===== src/include/ocp_pkg.sv =====
/*
  Package for the optional configuration pin controller: register map,
  field positions, reset values, timing constants, carrier structs.
  Assumes a 40 MHz system clock and a 32-bit Avalon-MM register bus.
*/
package ocp_pkg;

  // ****************************************************
  // Register map (byte addresses)
  // ****************************************************
  localparam logic [3:0] OCP_ADDR_OPTIONS = 4'h0;
  localparam logic [3:0] OCP_ADDR_CONTROL = 4'h4;
  localparam logic [3:0] OCP_ADDR_STATUS = 4'h8;
  localparam logic [3:0] OCP_ADDR_FRAMES = 4'hC;

  // OPTIONS fields
  localparam int OCP_OPT_AS_TRISTATE = 0;
  localparam int OCP_OPT_USER_CLK = 1;
  localparam int OCP_OPT_INIT_DONE = 2;
  localparam int OCP_OPT_CHIP_WIDE_OUTPUT_ENABLE = 3;
  localparam int OCP_OPT_DEV_CLR = 4;
  localparam int OCP_OPT_W = 5;
  localparam logic [OCP_OPT_W-1:0] OCP_OPT_RESET = 5'h00;

  // CONTROL fields (write 1 pulses)
  localparam int OCP_CTL_FRAME = 0;
  localparam int OCP_CTL_LAST = 1;

  // STATUS fields
  localparam int OCP_ST_STATE_LO = 0;
  localparam int OCP_ST_USER_MODE = 4;
  localparam int OCP_ST_OPT_LOADED = 5;
  localparam int OCP_ST_INIT_LOW = 6;
  localparam int OCP_ST_RESTART = 7;

  // ****************************************************
  // Timing
  // ****************************************************
  localparam int OCP_CLK_HZ = 40_000_000;
  localparam int OCP_INIT_CYCLES = 16;
  // Internal init oscillator period, ns, and its divider count
  localparam int OCP_INT_OSC_NS = 100;
  localparam int OCP_INT_DIV = (OCP_INT_OSC_NS * (OCP_CLK_HZ / 1_000_000)
    + 999) / 1000;
  localparam int OCP_DIV_W = 4;
  localparam int OCP_CNT_W = 8;

  typedef enum logic [2:0] {
    OCP_IDLE,
    OCP_CONFIG,
    OCP_INIT,
    OCP_USER
  } ocp_state_t;

  // Active serial pin group
  typedef struct packed {
    logic dclk;
    logic config_serial_data_in;
    logic csn;
    logic cmd;
  } ocp_as_t;

  // Optional pin group: user start-up clock, init-complete,
  // chip-wide output enable, chip-wide clear
  typedef struct packed {
    logic user_clk;
    logic init_done;
    logic chip_wide_output_enable;
    logic dev_clr_n;
  } ocp_opt_pins_t;

endpackage


===== src/hw/ocp_ctrl.sv =====
/*
  Optional configuration pin controller: sequences configuration,
  initialization and user mode; steers the active serial pins, the
  optional pins and the chip-wide output enable and clear.
  Assumes pin inputs are asynchronous and are synchronised here; the
  pad ring resolves pin levels from the output enables and pull-ups.
*/
// Our own choices: the placing of the registers and the Avalon-MM register port.
`timescale 1ns/1ps
`default_nettype none

// Behaviour
// - With tri-state option, AS clock, data, select and command float in user mode.
// - An optional pin whose option is off works as plain user I/O.
// - During configuration, disabled optional pins float with weak pull-ups.
// - With start-up clock option, initialization steps on the user start-up clock.
// - Init-complete output floats while restart is low and at configuration start.
// - Once the init-complete option loads in the first frame, drive it low.
// - When initialization ends, release init-complete and enter user mode.
// - Enabled output-enable pin low floats all I/O; high lets I/O behave.
// - Enabled clear pin low clears all registers; high lets them operate.
module ocp_ctrl
  import ocp_pkg::*;
(
  input wire logic sys_clk_in,
  input wire logic rst_in,
  // Avalon-MM slave
  input wire logic [3:0] avs_address_in,
  input wire logic avs_read_in,
  input wire logic avs_write_in,
  input wire logic [31:0] avs_writedata_in,
  input wire logic [3:0] avs_byteenable_in,
  output logic [31:0] avs_readdata_out,
  output logic avs_waitrequest_out,
  // Configuration pins
  input wire logic config_restart_n_in,
  input wire ocp_opt_pins_t opt_pins_in,
  output ocp_opt_pins_t opt_pins_out,
  output ocp_opt_pins_t opt_pins_oe_out,
  output ocp_opt_pins_t opt_pullup_out,
  input wire ocp_as_t as_pins_in,
  output ocp_as_t as_pins_out,
  output ocp_as_t as_pins_oe_out,
  // User I/O and fabric
  input wire ocp_opt_pins_t user_io_out_in,
  input wire ocp_opt_pins_t user_io_oe_in,
  output ocp_opt_pins_t user_io_in_out,
  input wire ocp_as_t as_user_out_in,
  input wire ocp_as_t as_user_oe_in,
  output logic user_mode_out,
  output logic io_tristate_all_out,
  output logic fabric_clear_out
);

  // ****************************************************
  // Pin synchronisers
  // ****************************************************
  logic [5:0] sync1;
  logic [5:0] sync2;
  wire [5:0] raw_pins = {config_restart_n_in, as_pins_in.config_serial_data_in,
    opt_pins_in.user_clk, opt_pins_in.init_done, opt_pins_in.chip_wide_output_enable,
    opt_pins_in.dev_clr_n};

  always_ff @(posedge sys_clk_in or posedge rst_in) begin
    if (rst_in) begin
      sync1 <= 6'h3F;
      sync2 <= 6'h3F;
    end else begin
      sync1 <= raw_pins;
      sync2 <= sync1;
    end
  end

  wire restart_n_s = sync2[5];
  wire user_clk_s = sync2[3];
  wire chip_wide_output_enable_s = sync2[1];
  wire dev_clr_n_s = sync2[0];

  // ****************************************************
  // Registers and bus decode
  // ****************************************************
  logic [OCP_OPT_W-1:0] options;
  logic [OCP_OPT_W-1:0] loaded_opts;
  logic opt_loaded;
  logic [OCP_CNT_W-1:0] frames;
  ocp_state_t state;
  logic [OCP_CNT_W-1:0] init_cnt;
  logic init_low;
  logic user_clk_d;
  logic [OCP_DIV_W-1:0] div_cnt;
  logic [31:0] rdata;
  logic [31:0] next_rdata;

  wire wr_opt = avs_write_in && avs_byteenable_in[0]
    && avs_address_in == OCP_ADDR_OPTIONS;
  wire wr_ctl = avs_write_in && avs_byteenable_in[0]
    && avs_address_in == OCP_ADDR_CONTROL;
  wire frame_pulse = wr_ctl && avs_writedata_in[OCP_CTL_FRAME];
  wire last_pulse = wr_ctl && avs_writedata_in[OCP_CTL_LAST];
  // One-cycle answer: waitrequest high only in the first request cycle
  logic ack;
  wire req = avs_read_in || avs_write_in;
  assign avs_waitrequest_out = req && !ack;
  wire take = req && ack;

  wire opt_user_clk = loaded_opts[OCP_OPT_USER_CLK];
  wire opt_init_done = loaded_opts[OCP_OPT_INIT_DONE];
  wire opt_chip_wide_output_enable = loaded_opts[OCP_OPT_CHIP_WIDE_OUTPUT_ENABLE];
  wire opt_dev_clr = loaded_opts[OCP_OPT_DEV_CLR];
  wire opt_as_tri = loaded_opts[OCP_OPT_AS_TRISTATE];

  // ****************************************************
  // Initialization tick
  // ****************************************************
  wire div_tick = div_cnt == OCP_DIV_W'(OCP_INT_DIV - 1);
  wire user_clk_rise = user_clk_s && !user_clk_d;
  wire init_tick = opt_user_clk ? user_clk_rise : div_tick;

  always_ff @(posedge sys_clk_in or posedge rst_in) begin
    if (rst_in) begin
      div_cnt <= '0;
      // Same level as the synchroniser's reset, so no false edge follows
      user_clk_d <= 1'b1;
    end else begin
      div_cnt <= div_tick ? '0 : div_cnt + 1'b1;
      user_clk_d <= user_clk_s;
    end
  end

  // ****************************************************
  // Configuration sequencer
  // ****************************************************
  always_ff @(posedge sys_clk_in or posedge rst_in) begin
    if (rst_in) begin
      state <= OCP_IDLE;
      loaded_opts <= OCP_OPT_RESET;
      opt_loaded <= 1'b0;
      frames <= '0;
      init_cnt <= '0;
      init_low <= 1'b0;
    end else if (!restart_n_s) begin
      state <= OCP_IDLE;
      loaded_opts <= OCP_OPT_RESET;
      opt_loaded <= 1'b0;
      frames <= '0;
      init_cnt <= '0;
      init_low <= 1'b0;
    end else begin
      case (state)
        OCP_IDLE: begin
          state <= OCP_CONFIG;
        end
        OCP_CONFIG: begin
          if (take && frame_pulse) begin
            frames <= frames + 1'b1;
            if (!opt_loaded) begin
              loaded_opts <= options;
              opt_loaded <= 1'b1;
              init_low <= options[OCP_OPT_INIT_DONE];
            end
          end
          if (take && last_pulse && opt_loaded) begin
            state <= OCP_INIT;
            init_cnt <= '0;
          end
        end
        OCP_INIT: begin
          if (init_tick) begin
            init_cnt <= init_cnt + 1'b1;
            if (init_cnt == OCP_CNT_W'(OCP_INIT_CYCLES - 1)) begin
              state <= OCP_USER;
              init_low <= 1'b0;
            end
          end
        end
        OCP_USER: begin
          state <= OCP_USER;
        end
        default: begin
          state <= OCP_IDLE;
        end
      endcase
    end
  end

  always_ff @(posedge sys_clk_in or posedge rst_in) begin
    if (rst_in) begin
      options <= OCP_OPT_RESET;
      ack <= 1'b0;
      rdata <= '0;
    end else begin
      ack <= req && !ack;
      if (take && wr_opt) begin
        options <= avs_writedata_in[OCP_OPT_W-1:0];
      end
      if (req && !ack && avs_read_in) begin
        rdata <= next_rdata;
      end
    end
  end

  always_comb begin
    next_rdata = '0;
    case (avs_address_in)
      OCP_ADDR_OPTIONS: next_rdata[OCP_OPT_W-1:0] = options;
      OCP_ADDR_STATUS: begin
        next_rdata[OCP_ST_STATE_LO +: 3] = state;
        next_rdata[OCP_ST_USER_MODE] = state == OCP_USER;
        next_rdata[OCP_ST_OPT_LOADED] = opt_loaded;
        next_rdata[OCP_ST_INIT_LOW] = init_low;
        next_rdata[OCP_ST_RESTART] = restart_n_s;
      end
      OCP_ADDR_FRAMES: next_rdata[OCP_CNT_W-1:0] = frames;
      default: next_rdata = '0;
    endcase
  end
  assign avs_readdata_out = rdata;

  // ****************************************************
  // Pin steering
  // ****************************************************
  wire in_user = state == OCP_USER;
  assign user_mode_out = in_user;
  // override only after configuration, when the option is on
  wire force_tri = in_user && opt_chip_wide_output_enable && !chip_wide_output_enable_s;
  assign io_tristate_all_out = force_tri;
  assign fabric_clear_out = in_user && opt_dev_clr && !dev_clr_n_s;

  // Which optional pins act as user I/O: all before options load
  ocp_opt_pins_t as_io;
  assign as_io = {!opt_user_clk, !opt_init_done, !opt_chip_wide_output_enable,
    !opt_dev_clr};

  // User I/O drives only in user mode; floats with pull-up otherwise
  assign opt_pins_out = user_io_out_in & as_io;
  ocp_opt_pins_t io_oe;
  assign io_oe = (in_user && !force_tri) ? (user_io_oe_in & as_io) : '0;
  // Open drain: low only while init_low, released at the end
  assign opt_pins_oe_out = io_oe | {1'b0, opt_init_done && init_low,
    2'b00};
  assign opt_pullup_out = in_user ? '0 : as_io;
  assign user_io_in_out = {user_clk_s, sync2[2], chip_wide_output_enable_s, dev_clr_n_s} &
    as_io;

  // AS pins: config_serial_data_in is input only; in user mode they float if chosen
  wire as_float = in_user && (opt_as_tri || force_tri);
  assign as_pins_out = as_user_out_in;
  assign as_pins_oe_out = (in_user && !as_float) ?
    (as_user_oe_in & 4'hB) : '0;

  // ****************************************************
  // Checks
  // ****************************************************
  init_float_a: assert property (
    @(posedge sys_clk_in) disable iff (rst_in)
    !restart_n_s |=> !opt_pins_oe_out.init_done)
    else $error("init-complete driven during restart");
  cfg_start_a: assert property (
    @(posedge sys_clk_in) disable iff (rst_in)
    (!in_user && !opt_loaded) |-> !opt_pins_oe_out.init_done)
    else $error("init-complete driven before options load");
  init_low_a: assert property (
    @(posedge sys_clk_in) disable iff (rst_in)
    (state == OCP_CONFIG && restart_n_s && take && frame_pulse
     && !opt_loaded && options[OCP_OPT_INIT_DONE])
    |=> opt_pins_oe_out.init_done && !opt_pins_out.init_done)
    else $error("init-complete not pulled low after first frame");
  init_release_a: assert property (
    @(posedge sys_clk_in) disable iff (rst_in)
    ($rose(in_user) && opt_init_done) |-> !opt_pins_oe_out.init_done)
    else $error("init-complete not released at user mode");
  user_entry_a: assert property (
    @(posedge sys_clk_in) disable iff (rst_in)
    (state == OCP_INIT && restart_n_s && init_tick
     && init_cnt == OCP_CNT_W'(OCP_INIT_CYCLES - 1))
    |=> (in_user && !init_low))
    else $error("user mode not entered at end of init");
  as_tristate_a: assert property (
    @(posedge sys_clk_in) disable iff (rst_in)
    (in_user && opt_as_tri) |-> as_pins_oe_out == '0)
    else $error("active serial pins driven in user mode");
  cfg_float_a: assert property (
    @(posedge sys_clk_in) disable iff (rst_in)
    !in_user |-> ((opt_pins_oe_out & as_io) == '0
      && (opt_pullup_out & as_io) == as_io))
    else $error("optional pin not floating with pull-up");
  oe_override_a: assert property (
    @(posedge sys_clk_in) disable iff (rst_in)
    (in_user && opt_chip_wide_output_enable && !chip_wide_output_enable_s)
    |-> (io_oe == '0 && as_pins_oe_out == '0))
    else $error("output-enable override ignored");
  clear_all_a: assert property (
    @(posedge sys_clk_in) disable iff (rst_in)
    (in_user && opt_dev_clr) |-> fabric_clear_out == !dev_clr_n_s)
    else $error("chip-wide clear mismatch");
  int_clock_a: assert property (
    @(posedge sys_clk_in) disable iff (rst_in)
    (state == OCP_INIT && !opt_user_clk && restart_n_s)
    |-> ##[0:4] init_tick)
    else $error("internal init clock stalled");
  user_io_a: assert property (
    @(posedge sys_clk_in) disable iff (rst_in)
    (in_user && !opt_chip_wide_output_enable && !force_tri)
    |-> opt_pins_oe_out.chip_wide_output_enable == user_io_oe_in.chip_wide_output_enable)
    else $error("unused option pin not user I/O");
  user_clk_a: assert property (
    @(posedge sys_clk_in) disable iff (rst_in)
    (state == OCP_INIT && opt_user_clk && restart_n_s && !user_clk_rise)
    |=> $stable(init_cnt))
    else $error("init advanced without a start-up clock edge");

endmodule

`default_nettype wire


===== config.mk =====
export PLATFORM = sky130hd
export DESIGN_NAME = ocp_ctrl
export DESIGN_NICKNAME = d
export VERILOG_FILES = /design/src/include/ocp_pkg.sv /design/src/hw/ocp_ctrl.sv
export SDC_FILE = /design/constraint.sdc
export NUM_CORES = 1
export LEC_CHECK = 0
export BUFFER_PORTS_ARGS = -buffer_cell sky130_fd_sc_hd__buf_4
export CORE_MARGIN = 2
export CORE_UTILIZATION = 51
export CTS_BUF_LIST = sky130_fd_sc_hd__clkbuf_4
export DETAILED_ROUTE_END_ITERATION = 16
export PLACE_DENSITY = 0.86
export SLEW_MARGIN = 20
export SYNTH_ARGS = -nofsm -noshare
export SYNTH_HDL_FRONTEND = slang
export SYNTH_SLANG_ARGS = --single-unit

===== constraint.sdc =====
create_clock -name sys_clk_in -period 3.75 [get_ports sys_clk_in]
set_clock_uncertainty 0.1 [all_clocks]
set_input_delay 0.1875 -clock sys_clk_in [delete_from_list [all_inputs] [get_ports sys_clk_in]]
set_output_delay 0.1875 -clock sys_clk_in [all_outputs]
set_load 0.03 [all_outputs]

==> metrics <==
H-tree levels 2; Hold Buf Count CTS 12; via density per instance 5.355; post-synth top area cell dfrtp_1; setup_tns 0 ps; CTS clk-pin slew, worst paths about 150 ps; Final period util 0.5813; die width ~78 um; RSZ-0062 raised after global routing no; top-count cell post-synth dfrtp_1; Post-Syn Area 0.002826 mm2; LEAKAGE ~1.6 nW; Syn-to-layout area delta 20.45%; DR WL/cell 14.04 um; Iteration-0 DRC Markers around 150; largest net degree at the start of global routing 55; VDD IR max 0.2329 mV; Worst setup EP type flop; Clock power frac 0.302; Tot Pwr approximately 1.1 mW; fmax ~460 MHz; Worst Path Max Fanout 11; first element of the critical path state[1]; Yosys cell types 46; GRT overflow 0; hpwl dp around 4200 um; YS warnings 0; Post-CTS Setup Bufs 0; GPL Wtd Cong slightly below 0.9; first-pass GRT wire length 9666 um; Sink Count 54; worst slew pin tran ~890 ps; top post-synthesis cells by area dfrtp_1, dfstp_2, buf_4; Resized cells post-CTS 0; Post-Syn Instances 276; Post-synth top cells dfrtp_1, buf_4, nor2_1; EDFF count, synth 0; Crit Path Category reg -> reg; Routed Antenna Nets 0; Power Density between 300 and 400 mW/mm2; sw frac 0.2560; Detailed Routing Iterations Pass 1 4; TritonCTS clock tree yes; sequential share of the synthesized area 0.4830; worst path cell trace nand2b_1, or3_1, or4_1, a21oi_1; Inserted Diodes 0; Req. time, crit path slightly below 4000 ps; HP Class in -> reg; Port Buffers 60; status finished clean; Core ar. approximately 0.0054 mm2; net switching power about 0.28 mW; max incr delay on CP between 500 and 600 ps; DRC viols 0; clock root buffer clkbuf_4; fin. max-slew vios 0; worst-case clock buffer depth 2; P_int slightly above 0.8 mW; CTS buffer count 5; post-synthesis area per instance 10.24 um2; num rows 27; vias roughly 2,200; IO Count 129; Max-cap violations 0; sequential share of power 0.564; Yosys reg bits between 50 and 60; Post-Route WL between 5000 and 6000 um; clock insertion delay at the later pin of the skew report roughly 370 ps; setup violators final 0; Synth top area share 0.3807; Final nets between 400 and 500; final hold violation count 0; Worst setup SP type flop; Crit path arrival time about 2400 ps; combinational group share of total power 0.134; Die ar. between 0.006 and 0.007 mm2; vias in the first global route a little over 2,000; height of the die 78.45 um; fin crit period around 2200 ps; Synth Flop Type dfrtp_1; CP max-delay cell or3_1; Min-Delay Startpoint avs_address_in[3]; Max-slew headroom 0.4055; Initial Util 0.5197; antenna violations before repair 0; FF-to-FF Start state[1]; Total GRT Usage 0.1991; share of cells above drive strength 1 0.2544; Async SR Flop Fraction 1.000
-- kinds of logic after synthesis --
logic type | synth area share
AO/OA/AOI/OAI | 0.1093
adder cells (fa/ha/maj) | 0.01328
AND/OR/NAND/NOR | 0.2147
buffers and inverters | 0.1036
flip-flops | 0.4830
multiplexers | 0.06242
XOR/XNOR | 0.01240
other | 0.001327
-- cells in the final DEF (no fill, tap or decap), types with 3 or more instances in the layout --
cell type      instances
nor2_1                23
o21ai_0               10
ha_1                   3
nor3b_1                7
and4_1                 3
or3_1                  4
conb_1                25
nand4_1                3
a21o_1                 3
a21oi_1                5
inv_1                  5
clkbuf_4               7
a22o_1                 7
xnor2_1                3
and2_1                 4
o22a_1                 5
o2bb2ai_1              3
nand3_1                8
nor4_1                 5
o31ai_1                5
dlygate4sd3_1         13
nor2b_1               10
nand2_1               14
nor3_1                 5
dfstp_2               11
mux2i_1               12
mux2_2                 5
and3_1                 7
dfrtp_1               43
buf_4                 60
nand2b_1               6
-- layout make-up --
class | instances | area (um2)
flip-flops and latches | 54 | 1365
clock inverters | 1 | 30.03
inverters | 7 | 27.53
repair buffers | 73 | 580.6
well taps | 72 | 90.09
fillers | 448 | 2034
multi-input cells | 200 | 1259
clock buffers | 7 | 52.55
-- metrics by stage --
step	std cells	setup slack, ps	cell area [um2]	hold slack, ps	util
after floorplan	300	1643	2917	91.98	-
after global routing	414	1438	3405	76.95	0.6259
after CTS	413	1556	3393	11.26	0.6239
final	414	1570	3405	98.67	0.6259
after global placement	393	1360	3191	196.3	0.5866
after detailed placement	393	1301	3191	197.1	0.5866
-- worst max-delay path, delay by kind of cell (launching register included) --
| family | cells | cell delay [ps] |
|---|---|---|
| AOI/OAI and AO/OA | 1 | 150 |
| and+or+nand+nor | 3 | 1390 |
| DFF | 1 | 480 |
-- final timing paths --
check / to / slack, ps / cells after the start
setup reg to reg: frames[7] / 1570 / 4
hold / removal: avs_readdata_out[6] / 100 / 3
max in group asynchronous: avs_readdata_out[6] / 2600 / 3
min in group asynchronous: init_cnt[3] / 440 / 3
hold reg to reg: sync2[0] / 270 / 0
setup / recovery: frames[7] / 1570 / 4
-- power by group through the flow --
stage	logic [mW]	registers [mW]	clock network (mW)
final	0.147	0.618	0.331
after global routing	0.159	0.620	0.360
after CTS	0.146	0.618	0.336
after detailed placement	0.136	0.628	0
after global placement	0.134	0.627	0
after floorplan	0.119	0.625	0
-- sequential cells by signal (all words and copies together) (netlist names) --
register / flops
options: 5
div_cnt: 4
sync2: 5
user_clk_d: 1
ack: 1
opt_loaded: 1
init_low: 1
avs_readdata_out: 8
init_cnt: 8
state: 2
sync1: 5
frames: 8
loaded_opts: 5
-- layer usage --
metal	global-route usage	part of all wire	vias to the layer above
met2	0.3336	0.49	98
li1	-	-	1053
met3	0.03563	0.068	5
met1	0.2598	0.43	1061
met5	0	0	-
met4	0.07193	0.0091	0
No activity file was read; power rests on OpenSTA's default activity.
